==> src/hw/ued_pkg.sv <==
// Package with register map, field layout and handshake codes of the descriptor block
package ued_pkg;

   // ************************************************************
   // Register indices, byte address is four times the index
   // ************************************************************
   localparam logic [4:0] IDX_IN_CFG = 5'h00;
   localparam logic [4:0] IDX_IN_X_BASE = 5'h01;
   localparam logic [4:0] IDX_IN_X_CNT = 5'h02;
   localparam logic [4:0] IDX_IN_Y_BASE = 5'h05;
   localparam logic [4:0] IDX_IN_Y_CNT = 5'h06;
   localparam logic [4:0] IDX_OUT_Y_BASE = 5'h0D;
   localparam logic [4:0] IDX_OUT_Y_CNT = 5'h0E;
   localparam logic [4:0] IDX_OUT_SIZE = 5'h0F;
   localparam logic [4:0] IDX_IRQ_STAT = 5'h10;
   localparam logic [4:0] IDX_IRQ_EN = 5'h11;
   localparam logic [4:0] IDX_IRQ_CLR = 5'h12;

   // ************************************************************
   // Field positions
   // ************************************************************
   localparam int CFG_IRQ_EN_BIT = 2;
   localparam int CFG_STALL_BIT = 3;
   localparam int CFG_DOUBLE_BUFFER_ENABLE_BIT = 4;
   localparam int CFG_TOGGLE_BIT = 5;
   localparam int CFG_ISO_BIT = 6;
   localparam int CFG_BUFFER_MANAGER_ENABLE_BIT = 7;
   localparam int CNT_NAK_BIT = 7;
   localparam int IRQ_IN_DONE_BIT = 0;
   localparam int IRQ_OUT_DONE_BIT = 1;
   localparam int IRQ_STALL_BIT = 2;
   localparam int IRQ_BITS = 3;

   // ************************************************************
   // Widths and reset values
   // ************************************************************
   localparam int ADDR_BITS = 11;
   localparam int PAD_BITS = 3;
   localparam logic [7:0] REG_RST = 8'h00;
   localparam logic [IRQ_BITS-1:0] IRQ_RST = 3'h0;
   localparam logic [6:0] MAX_COUNT = 7'h40;

   // ************************************************************
   // Handshake answer codes
   // ************************************************************
   typedef enum logic [1:0] {
      UED_HS_NONE = 2'b00,
      UED_HS_ACK = 2'b01,
      UED_HS_NAK = 2'b10,
      UED_HS_STALL = 2'b11
   } ued_hs_t;

endpackage : ued_pkg

==> src/hw/ued_endpoint_desc.sv <==
// Endpoint descriptor fields with buffer manager handshake logic
//
// The implementer's own choices: the register offsets and the Wishbone register port.
`timescale 1ns/10ps
`default_nettype none

module ued_endpoint_desc #(
   parameter int WB_AW = 8
) (
   // Clock and reset
   input wire logic clk_i,
   input wire logic rst_i,
   // Wishbone slave
   input wire logic wb_cyc_i,
   input wire logic wb_stb_i,
   input wire logic wb_we_i,
   input wire logic [WB_AW-1:0] wb_adr_i,
   input wire logic [3:0] wb_sel_i,
   input wire logic [31:0] wb_dat_i,
   output logic [31:0] wb_dat_o,
   output logic wb_ack_o,
   // Input endpoint transaction side
   input wire logic in_tok_i,
   input wire logic in_done_i,
   input wire logic in_stall_set_i,
   output ued_pkg::ued_hs_t in_hs_o,
   output logic in_resp_o,
   output logic [ued_pkg::ADDR_BITS-1:0] in_addr_o,
   output logic [6:0] in_cnt_o,
   // Output endpoint transaction side
   input wire logic out_tok_i,
   input wire logic out_done_i,
   input wire logic [6:0] out_len_i,
   input wire logic out_buffer_manager_enable_i,
   input wire logic out_irq_en_i,
   output ued_pkg::ued_hs_t out_hs_o,
   output logic out_resp_o,
   output logic [ued_pkg::ADDR_BITS-1:0] out_addr_o,
   output logic [6:0] out_size_o,
   // Interrupt
   output logic irq_o
);
   import ued_pkg::*;

   // ************************************************************
   // Elaboration check
   // ************************************************************
   if (WB_AW < 7) begin : g_bad_aw
      $error("WB_AW must be at least 7");
   end

   // ************************************************************
   // Functions
   // ************************************************************
   function automatic logic [ADDR_BITS-1:0] start_addr(input logic [7:0] base);
      start_addr = {base, {PAD_BITS{1'b0}}};
   endfunction : start_addr

   // ************************************************************
   // Registers
   // ************************************************************
   logic [7:0] in_cfg_r;
   logic [7:0] in_x_base_r;
   logic [7:0] in_x_cnt_r;
   logic [7:0] in_y_base_r;
   logic [7:0] in_y_cnt_r;
   logic [7:0] out_y_base_r;
   logic [7:0] out_y_cnt_r;
   logic [6:0] out_size_r;
   logic [IRQ_BITS-1:0] irq_stat_r;
   logic [IRQ_BITS-1:0] irq_en_r;
   logic in_sel_y_r;
   logic in_pend_r;
   logic ack_r;
   logic [31:0] rdat_r;
   ued_hs_t in_hs_r;
   logic in_resp_r;
   logic [ADDR_BITS-1:0] in_addr_r;
   logic [6:0] in_cnt_r;
   ued_hs_t out_hs_r;
   logic out_resp_r;
   logic [ADDR_BITS-1:0] out_addr_r;
   logic [6:0] out_size_out_r;
   logic irq_r;

   // ************************************************************
   // Bus decode
   // ************************************************************
   logic bus_req;
   logic wr_en;
   logic [4:0] idx;
   logic [7:0] wbyte;

   assign bus_req = wb_cyc_i & wb_stb_i & ~ack_r;
   assign wr_en = bus_req & wb_we_i & wb_sel_i[0];
   assign idx = wb_adr_i[6:2];
   assign wbyte = wb_dat_i[7:0];

   // ************************************************************
   // Transaction decode
   // ************************************************************
   logic in_buffer_manager_enable;
   logic in_stall;
   logic in_use_y;
   logic in_nak;
   logic in_stall_hit;
   logic in_ack_hit;
   logic in_done_hit;
   logic out_ack_hit;
   logic out_done_hit;

   assign in_buffer_manager_enable = in_cfg_r[CFG_BUFFER_MANAGER_ENABLE_BIT];
   assign in_stall = in_cfg_r[CFG_STALL_BIT];
   assign in_use_y = in_cfg_r[CFG_DOUBLE_BUFFER_ENABLE_BIT] & in_cfg_r[CFG_TOGGLE_BIT];
   assign in_nak = in_use_y ? in_y_cnt_r[CNT_NAK_BIT] : in_x_cnt_r[CNT_NAK_BIT];
   assign in_stall_hit = in_tok_i & in_buffer_manager_enable & in_stall;
   assign in_ack_hit = in_tok_i & in_buffer_manager_enable & ~in_stall & ~in_nak;
   assign in_done_hit = in_done_i & in_pend_r;
   assign out_ack_hit = out_tok_i & out_buffer_manager_enable_i & ~out_y_cnt_r[CNT_NAK_BIT];
   assign out_done_hit = out_done_i & out_buffer_manager_enable_i;

   // ************************************************************
   // Wishbone answer
   // ************************************************************
   always_ff @(posedge clk_i) begin
      if (rst_i) begin
         ack_r <= 1'b0;
      end else begin
         ack_r <= bus_req;
      end
   end

   // Unmapped and write-only locations read as zero
   always_ff @(posedge clk_i) begin
      if (rst_i) begin
         rdat_r <= 32'h0000_0000;
      end else if (bus_req) begin
         rdat_r <= 32'h0000_0000;
         unique case (idx)
            IDX_IN_CFG: rdat_r[7:0] <= {in_cfg_r[7:2], 2'b00};
            IDX_IN_X_BASE: rdat_r[7:0] <= in_x_base_r;
            IDX_IN_X_CNT: rdat_r[7:0] <= in_x_cnt_r;
            IDX_IN_Y_BASE: rdat_r[7:0] <= in_y_base_r;
            IDX_IN_Y_CNT: rdat_r[7:0] <= in_y_cnt_r;
            IDX_OUT_Y_BASE: rdat_r[7:0] <= out_y_base_r;
            IDX_OUT_Y_CNT: rdat_r[7:0] <= out_y_cnt_r;
            IDX_OUT_SIZE: rdat_r[7:0] <= {1'b0, out_size_r};
            IDX_IRQ_STAT: rdat_r[IRQ_BITS-1:0] <= irq_stat_r;
            IDX_IRQ_EN: rdat_r[IRQ_BITS-1:0] <= irq_en_r;
            default: rdat_r <= 32'h0000_0000;
         endcase
      end
   end

   // ************************************************************
   // Base address and output size fields
   // ************************************************************
   // base only firmware written
   always_ff @(posedge clk_i) begin
      if (rst_i) begin
         in_x_base_r <= REG_RST;
         in_y_base_r <= REG_RST;
         out_y_base_r <= REG_RST;
         out_size_r <= REG_RST[6:0];
      end else if (wr_en) begin
         if (idx == IDX_IN_X_BASE) begin
            in_x_base_r <= wbyte;
         end
         if (idx == IDX_IN_Y_BASE) begin
            in_y_base_r <= wbyte;
         end
         if (idx == IDX_OUT_Y_BASE) begin
            out_y_base_r <= wbyte;
         end
         if (idx == IDX_OUT_SIZE) begin
            out_size_r <= wbyte[6:0];
         end
      end
   end

   // ************************************************************
   // Input configuration
   // ************************************************************
   // Hardware events come last so they win over a firmware write
   always_ff @(posedge clk_i) begin
      if (rst_i) begin
         in_cfg_r <= REG_RST;
      end else begin
         if (wr_en && idx == IDX_IN_CFG) begin
            in_cfg_r <= {wbyte[7:2], 2'b00};
         end
         if (in_stall_set_i) begin
            in_cfg_r[CFG_STALL_BIT] <= 1'b1;
         end else if (in_stall_hit) begin
            in_cfg_r[CFG_STALL_BIT] <= 1'b0;
         end
         if (in_done_hit) begin
            in_cfg_r[CFG_TOGGLE_BIT] <= ~in_cfg_r[CFG_TOGGLE_BIT];
         end
      end
   end

   // ************************************************************
   // Input byte counts
   // ************************************************************
   // counts above 64 are not checked
   always_ff @(posedge clk_i) begin
      if (rst_i) begin
         in_x_cnt_r <= REG_RST;
         in_y_cnt_r <= REG_RST;
      end else begin
         if (wr_en && idx == IDX_IN_X_CNT) begin
            in_x_cnt_r <= wbyte;
         end
         if (wr_en && idx == IDX_IN_Y_CNT) begin
            in_y_cnt_r <= wbyte;
         end
         if (in_done_hit && !in_sel_y_r) begin
            in_x_cnt_r[CNT_NAK_BIT] <= 1'b1;
         end
         if (in_done_hit && in_sel_y_r) begin
            in_y_cnt_r[CNT_NAK_BIT] <= 1'b1;
         end
      end
   end

   // ************************************************************
   // Output byte count
   // ************************************************************
   always_ff @(posedge clk_i) begin
      if (rst_i) begin
         out_y_cnt_r <= REG_RST;
      end else if (out_done_hit) begin
         out_y_cnt_r <= {1'b1, out_len_i};
      end else if (wr_en && idx == IDX_OUT_Y_CNT) begin
         out_y_cnt_r <= wbyte;
      end
   end

   // ************************************************************
   // Input transaction answer
   // ************************************************************
   always_ff @(posedge clk_i) begin
      if (rst_i) begin
         in_hs_r <= UED_HS_NONE;
         in_resp_r <= 1'b0;
         in_addr_r <= '0;
         in_cnt_r <= 7'h00;
         in_sel_y_r <= 1'b0;
         in_pend_r <= 1'b0;
      end else begin
         in_resp_r <= in_tok_i & in_buffer_manager_enable;
         if (in_done_i) begin
            in_pend_r <= 1'b0;
         end
         if (in_tok_i) begin
            if (!in_buffer_manager_enable) begin
               in_hs_r <= UED_HS_NONE;
            end else if (in_stall) begin
               in_hs_r <= UED_HS_STALL;
            end else if (in_nak) begin
               in_hs_r <= UED_HS_NAK;
            end else begin
               in_hs_r <= UED_HS_ACK;
            end
         end
         if (in_ack_hit) begin
            in_addr_r <= start_addr(in_use_y ? in_y_base_r : in_x_base_r);
            in_cnt_r <= in_use_y ? in_y_cnt_r[6:0] : in_x_cnt_r[6:0];
            in_sel_y_r <= in_use_y;
            in_pend_r <= 1'b1;
         end
      end
   end

   // ************************************************************
   // Output transaction answer
   // ************************************************************
   always_ff @(posedge clk_i) begin
      if (rst_i) begin
         out_hs_r <= UED_HS_NONE;
         out_resp_r <= 1'b0;
         out_addr_r <= '0;
         out_size_out_r <= 7'h00;
      end else begin
         out_resp_r <= out_tok_i & out_buffer_manager_enable_i;
         if (out_tok_i) begin
            if (!out_buffer_manager_enable_i) begin
               out_hs_r <= UED_HS_NONE;
            end else if (out_y_cnt_r[CNT_NAK_BIT]) begin
               out_hs_r <= UED_HS_NAK;
            end else begin
               out_hs_r <= UED_HS_ACK;
            end
         end
         if (out_ack_hit) begin
            out_addr_r <= start_addr(out_y_base_r);
            out_size_out_r <= out_size_r;
         end
      end
   end

   // ************************************************************
   // Interrupt status
   // ************************************************************
   // Set wins over clear so no event is lost
   always_ff @(posedge clk_i) begin
      if (rst_i) begin
         irq_stat_r <= IRQ_RST;
         irq_en_r <= IRQ_RST;
      end else begin
         if (wr_en && idx == IDX_IRQ_EN) begin
            irq_en_r <= wbyte[IRQ_BITS-1:0];
         end
         if (wr_en && idx == IDX_IRQ_CLR) begin
            irq_stat_r <= irq_stat_r & ~wbyte[IRQ_BITS-1:0];
         end
         if (in_done_hit && in_cfg_r[CFG_IRQ_EN_BIT]) begin
            irq_stat_r[IRQ_IN_DONE_BIT] <= 1'b1;
         end
         if (out_done_hit && out_irq_en_i) begin
            irq_stat_r[IRQ_OUT_DONE_BIT] <= 1'b1;
         end
         if (in_stall_hit) begin
            irq_stat_r[IRQ_STALL_BIT] <= 1'b1;
         end
      end
   end

   // One cycle behind status, traded for a flop-driven output
   always_ff @(posedge clk_i) begin
      if (rst_i) begin
         irq_r <= 1'b0;
      end else begin
         irq_r <= |(irq_stat_r & irq_en_r);
      end
   end

   // ************************************************************
   // Outputs
   // ************************************************************
   assign wb_ack_o = ack_r;
   assign wb_dat_o = rdat_r;
   assign in_hs_o = in_hs_r;
   assign in_resp_o = in_resp_r;
   assign in_addr_o = in_addr_r;
   assign in_cnt_o = in_cnt_r;
   assign out_hs_o = out_hs_r;
   assign out_resp_o = out_resp_r;
   assign out_addr_o = out_addr_r;
   assign out_size_o = out_size_out_r;
   assign irq_o = irq_r;

endmodule : ued_endpoint_desc

`default_nettype wire

==> config.mk <==
export PLATFORM = sky130hd
export DESIGN_NAME = ued_endpoint_desc
export DESIGN_NICKNAME = d
export VERILOG_FILES = /design/src/hw/ued_pkg.sv /design/src/hw/ued_endpoint_desc.sv
export SDC_FILE = /design/constraint.sdc
export NUM_CORES = 1
export LEC_CHECK = 0
export BUFFER_PORTS_ARGS = -buffer_cell sky130_fd_sc_hd__clkbuf_2
export CAP_MARGIN = 10
export CORE_MARGIN = 2
export CORE_UTILIZATION = 50
export DETAILED_ROUTE_END_ITERATION = 8
export PLACE_DENSITY = 0.72
export RECOVER_POWER = 100
export SLEW_MARGIN = 10
export SYNTH_ARGS = -nofsm -noshare
export SYNTH_HDL_FRONTEND = slang
export SYNTH_SLANG_ARGS = --single-unit
==> constraint.sdc <==
create_clock -name clk_i -period 2.4 [get_ports clk_i]
set_input_delay 0 -clock clk_i [delete_from_list [all_inputs] [get_ports clk_i]]
set_output_delay 0 -clock clk_i [all_outputs]
set_load 0.05 [all_outputs]
==> impl_metrics.csv <==
group,metric,value,unit
clock_network,htreeDepth,4,
synth,post_synth_inst_count,628,
global_routing,grt_max_degree,54,
sta,finClkSkew,0.0129,ns
floorplanning,start_util,50.7,%
setup_path,arrival,2.74,ns
floorplanning,rows,38,
outcome,outcome,"complete, but fails checks",
setup_path,critPathKind,"register to register",
drt,wl,15.5,mm
synth,ys_seq_area_share,42.3,%
sta,period_share,95.4,%
setup_path,critPathMaxStageDelay,0.59,ns
floorplanning,dieArea,0.0117,mm2
drt,remaining_drc_errors,0,
clock_network,clock_path_buffers,2,
clock_network,clk_pin_slew,0.06,ns
flow_run,drv_cap,1,
global_routing,grt_busiest_layer,"met2",
setup_path,worst_ep_required_time,2.85,ns
outcome,violations,"max-capacitance violations, max-slew violations",
sta,tightest_slew,1.70,ns
synth,ys_ff_latch,115,
global_routing,antenna_found_initial,0,
clock_network,ctsRootBufferMaster,"clkbuf_8",
sta,fin_setup_tns,0,ns
global_routing,met1_usage,35.2,%
synth,synth_area,0.00544,mm2
global_routing,use_met3,5.49,%
clock_network,cts_tree,"built",
synth,ys_async_sr_fraction,0,%
placed_design,dpl_worst_slack,0.368,ns
placed_design,place.detailed.hpwl,11.1,mm
clock_network,clock-sinks,115,
placed_design,place_area,0.00587,mm2
drt,vias,4929,
finish,antenna_cells,0,
finish,final_util,61.1,%
finish,final_cell_area,0.00656,mm2
sta,rsz0062_at_grt,"false",
power,power_density,725,mW/mm2
hold_path,hold_path.class,"input pin to register",
floorplanning,core-area,0.0107,mm2
sta,finalMaxSlewViolations,41,
global_routing,grt_pass1_wl,25.0,mm
setup_path,crit_fanout,8,
floorplanning,die_h,108,um
synth,yosysWarnings,0,
finish,nNetsFinal,784,
global_routing,grt_pass1_vias,4840,
finish,drive_gt1_share,12.9,%
drt,postRouteAntennaNets,0,
sta,slew_headroom,-13.3,%
floorplanning,fp.dieW,108,um
sta,setup_viol,0,
setup_path,slowest_stage,"dlygate4sd3_1",
setup_path,critical_path.startpoint_type,"register",
sta,fin_ws,0.110,ns
sta,fmax,437,MHz
setup_path,critPathBufInv,1,
setup_path,cp-end-kind,"register",
synth,post_synth_num_cell_types,56,
setup_path,cp_cell_sequence,"and3b_1 > and4_2 > o21ai_0 > a221oi_1 > dlygate4sd3_1",
drt,wire_per_inst,17.8,um
drt,first_iter_violations,322,
sta,fin_crit,2.29,ns
sta,hold_viol,0,
synth,synthFlopType,"dfxtp_1",
floorplanning,ios,139,
placed_design,place_congestion,1.03,
power,ir_drop,0.576,mV
global_routing,track_usage,27.7,%
synth,synth-edff-count,0,
synth,syn_avg_cell_area,8.67,um2
finish,area_growth,20.5,%
placed_design,io_buffers,78,
drt,drt_pass1_iterations,6,
clock_network,clk_latency,0.52,ns
global_routing,met2_usage,46.2,%
setup_path,path_delay_family,"simple AND/OR/NAND/NOR gates",
global_routing,overflow,0,
power,leakage,2.32,nW
drt,vias_per_cell,5.64,
clock_network,cts_made_buffers,17,
power,finalPower,4.76,mW
finish,final.fill_count,998,
==> synth_stat cells (3+ instances only) <==
cell,instances,share of area (%)
dfxtp_1,115,42
nand2_1,73,5.0
nor2_1,73,5.0
mux2i_1,61,11
a21oi_1,49,4.5
clkbuf_1,37,2.6
buf_4,30,4.1
nand3_1,29,2.7
a311oi_1,16,2.6
o21ai_0,12,1.1
nand2b_1,9,1.0
inv_1,8,0.55
nand3b_1,7,0.97
and3_1,6,0.69
a221oi_1,5,0.80
a22oi_1,5,0.69
a31oi_1,5,0.57
buf_1,5,0.34
buf_2,5,0.46
nand4_1,5,0.57
nor2b_1,5,0.57
nor4_4,5,2.0
or2_2,5,0.57
a21o_1,4,0.55
a22o_1,4,0.64
and4_1,4,0.64
a211oi_1,3,0.41
buf_6,3,0.62
mux2_2,3,0.62
nor3_1,3,0.28
==> kinds of logic (layout without fill, tap and decap cells) <==
logic type / after synthesis / count (layout) / synth area share (%)
other: 1 / 30 / 0.0689
AO/OA/AOI/OAI: 122 / 122 / 15.0
flip-flops: 115 / 115 / 42.3
multiplexers: 64 / 64 / 11.8
AND/OR/NAND/NOR: 238 / 238 / 22.1
buffers and inverters: 88 / 165 / 8.66
==> worst paths after layout <==
check,start,endpoint,slack [ns],cells after the start
max,wb_ack_o$_SDFF_PP0_,in_cfg_r[3]$_SDFFE_PP0P_,0.11,5
min,wb_cyc_i,wb_dat_o[1]$_SDFFE_PP0N_,0.06,4
max reg2reg,wb_ack_o$_SDFF_PP0_,in_cfg_r[3]$_SDFFE_PP0P_,0.11,5
min reg2reg,out_size_o[3]$_SDFFE_PP0P_,out_size_o[3]$_SDFFE_PP0P_,0.46,2
==> through the flow <==
stage	std cells	hold slack, ns
2_1_floorplan	657	0.140
3_3_place_gp	817	0.272
3_5_place_dp	817	0.278
4_1_cts	874	0.0344
6_report	874	0.0567
5_1_grt	874	0.0805
==> layout make-up <==
cell class | instances | area, um2 | share of cell area, %
well taps | 140 | 175 | 2.67
inverters | 8 | 30.0 | 0.458
clock inverters | 14 | 151 | 2.31
clock buffers | 18 | 418 | 6.37
multi-input cells | 454 | 2760 | 42.0
flip-flops and latches | 115 | 2300 | 35.1
repair buffers | 125 | 728 | 11.1
==> power by group <==
group / switching [mW] / internal, mW
clock network: 0.939 / 1.49
logic: 0.296 / 0.0988
registers: 0.0129 / 1.93
total: 1.25 / 3.51
==> worst min-delay path, delay by kind of cell <==
kind | cells | cell delay (ns)
AO/OA/AOI/OAI | 1 | 0.05
AND/OR/NAND/NOR | 2 | 0.38
buffers and inverters | 1 | 0.10
==> routing by layer <==
layer | wire [um] | part of all wire (%)
met4 | 307 | 2.0
met3 | 1200 | 7.7
met1 | 6760 | 43
met5 | 0 | 0
met2 | 7280 | 47
==> what timing repair did <==
item,in CTS,in global routing
endpoints found under the hold margin,75,0
setup buffers,0,0
setup endpoints to repair,0,1
hold buffers,25,0
resized for setup,0,1
==> cells in the final DEF (no fill, tap or decap), types with 6 or more instances in the layout <==
cell and count:
a21oi_1 49, a311oi_1 16, buf_4 11, o21ai_0 12
conb_1 30, clkbuf_2 35, mux2i_1 61, nand2_1 73
nand2b_1 9, inv_1 8, dfxtp_1 115, clkbuf_1 53
nand3_1 29, clkbuf_16 16, nor2_1 73, nand3b_1 7
and3_1 6, dlygate4sd3_1 25
(Power assumes the default switching activity.)
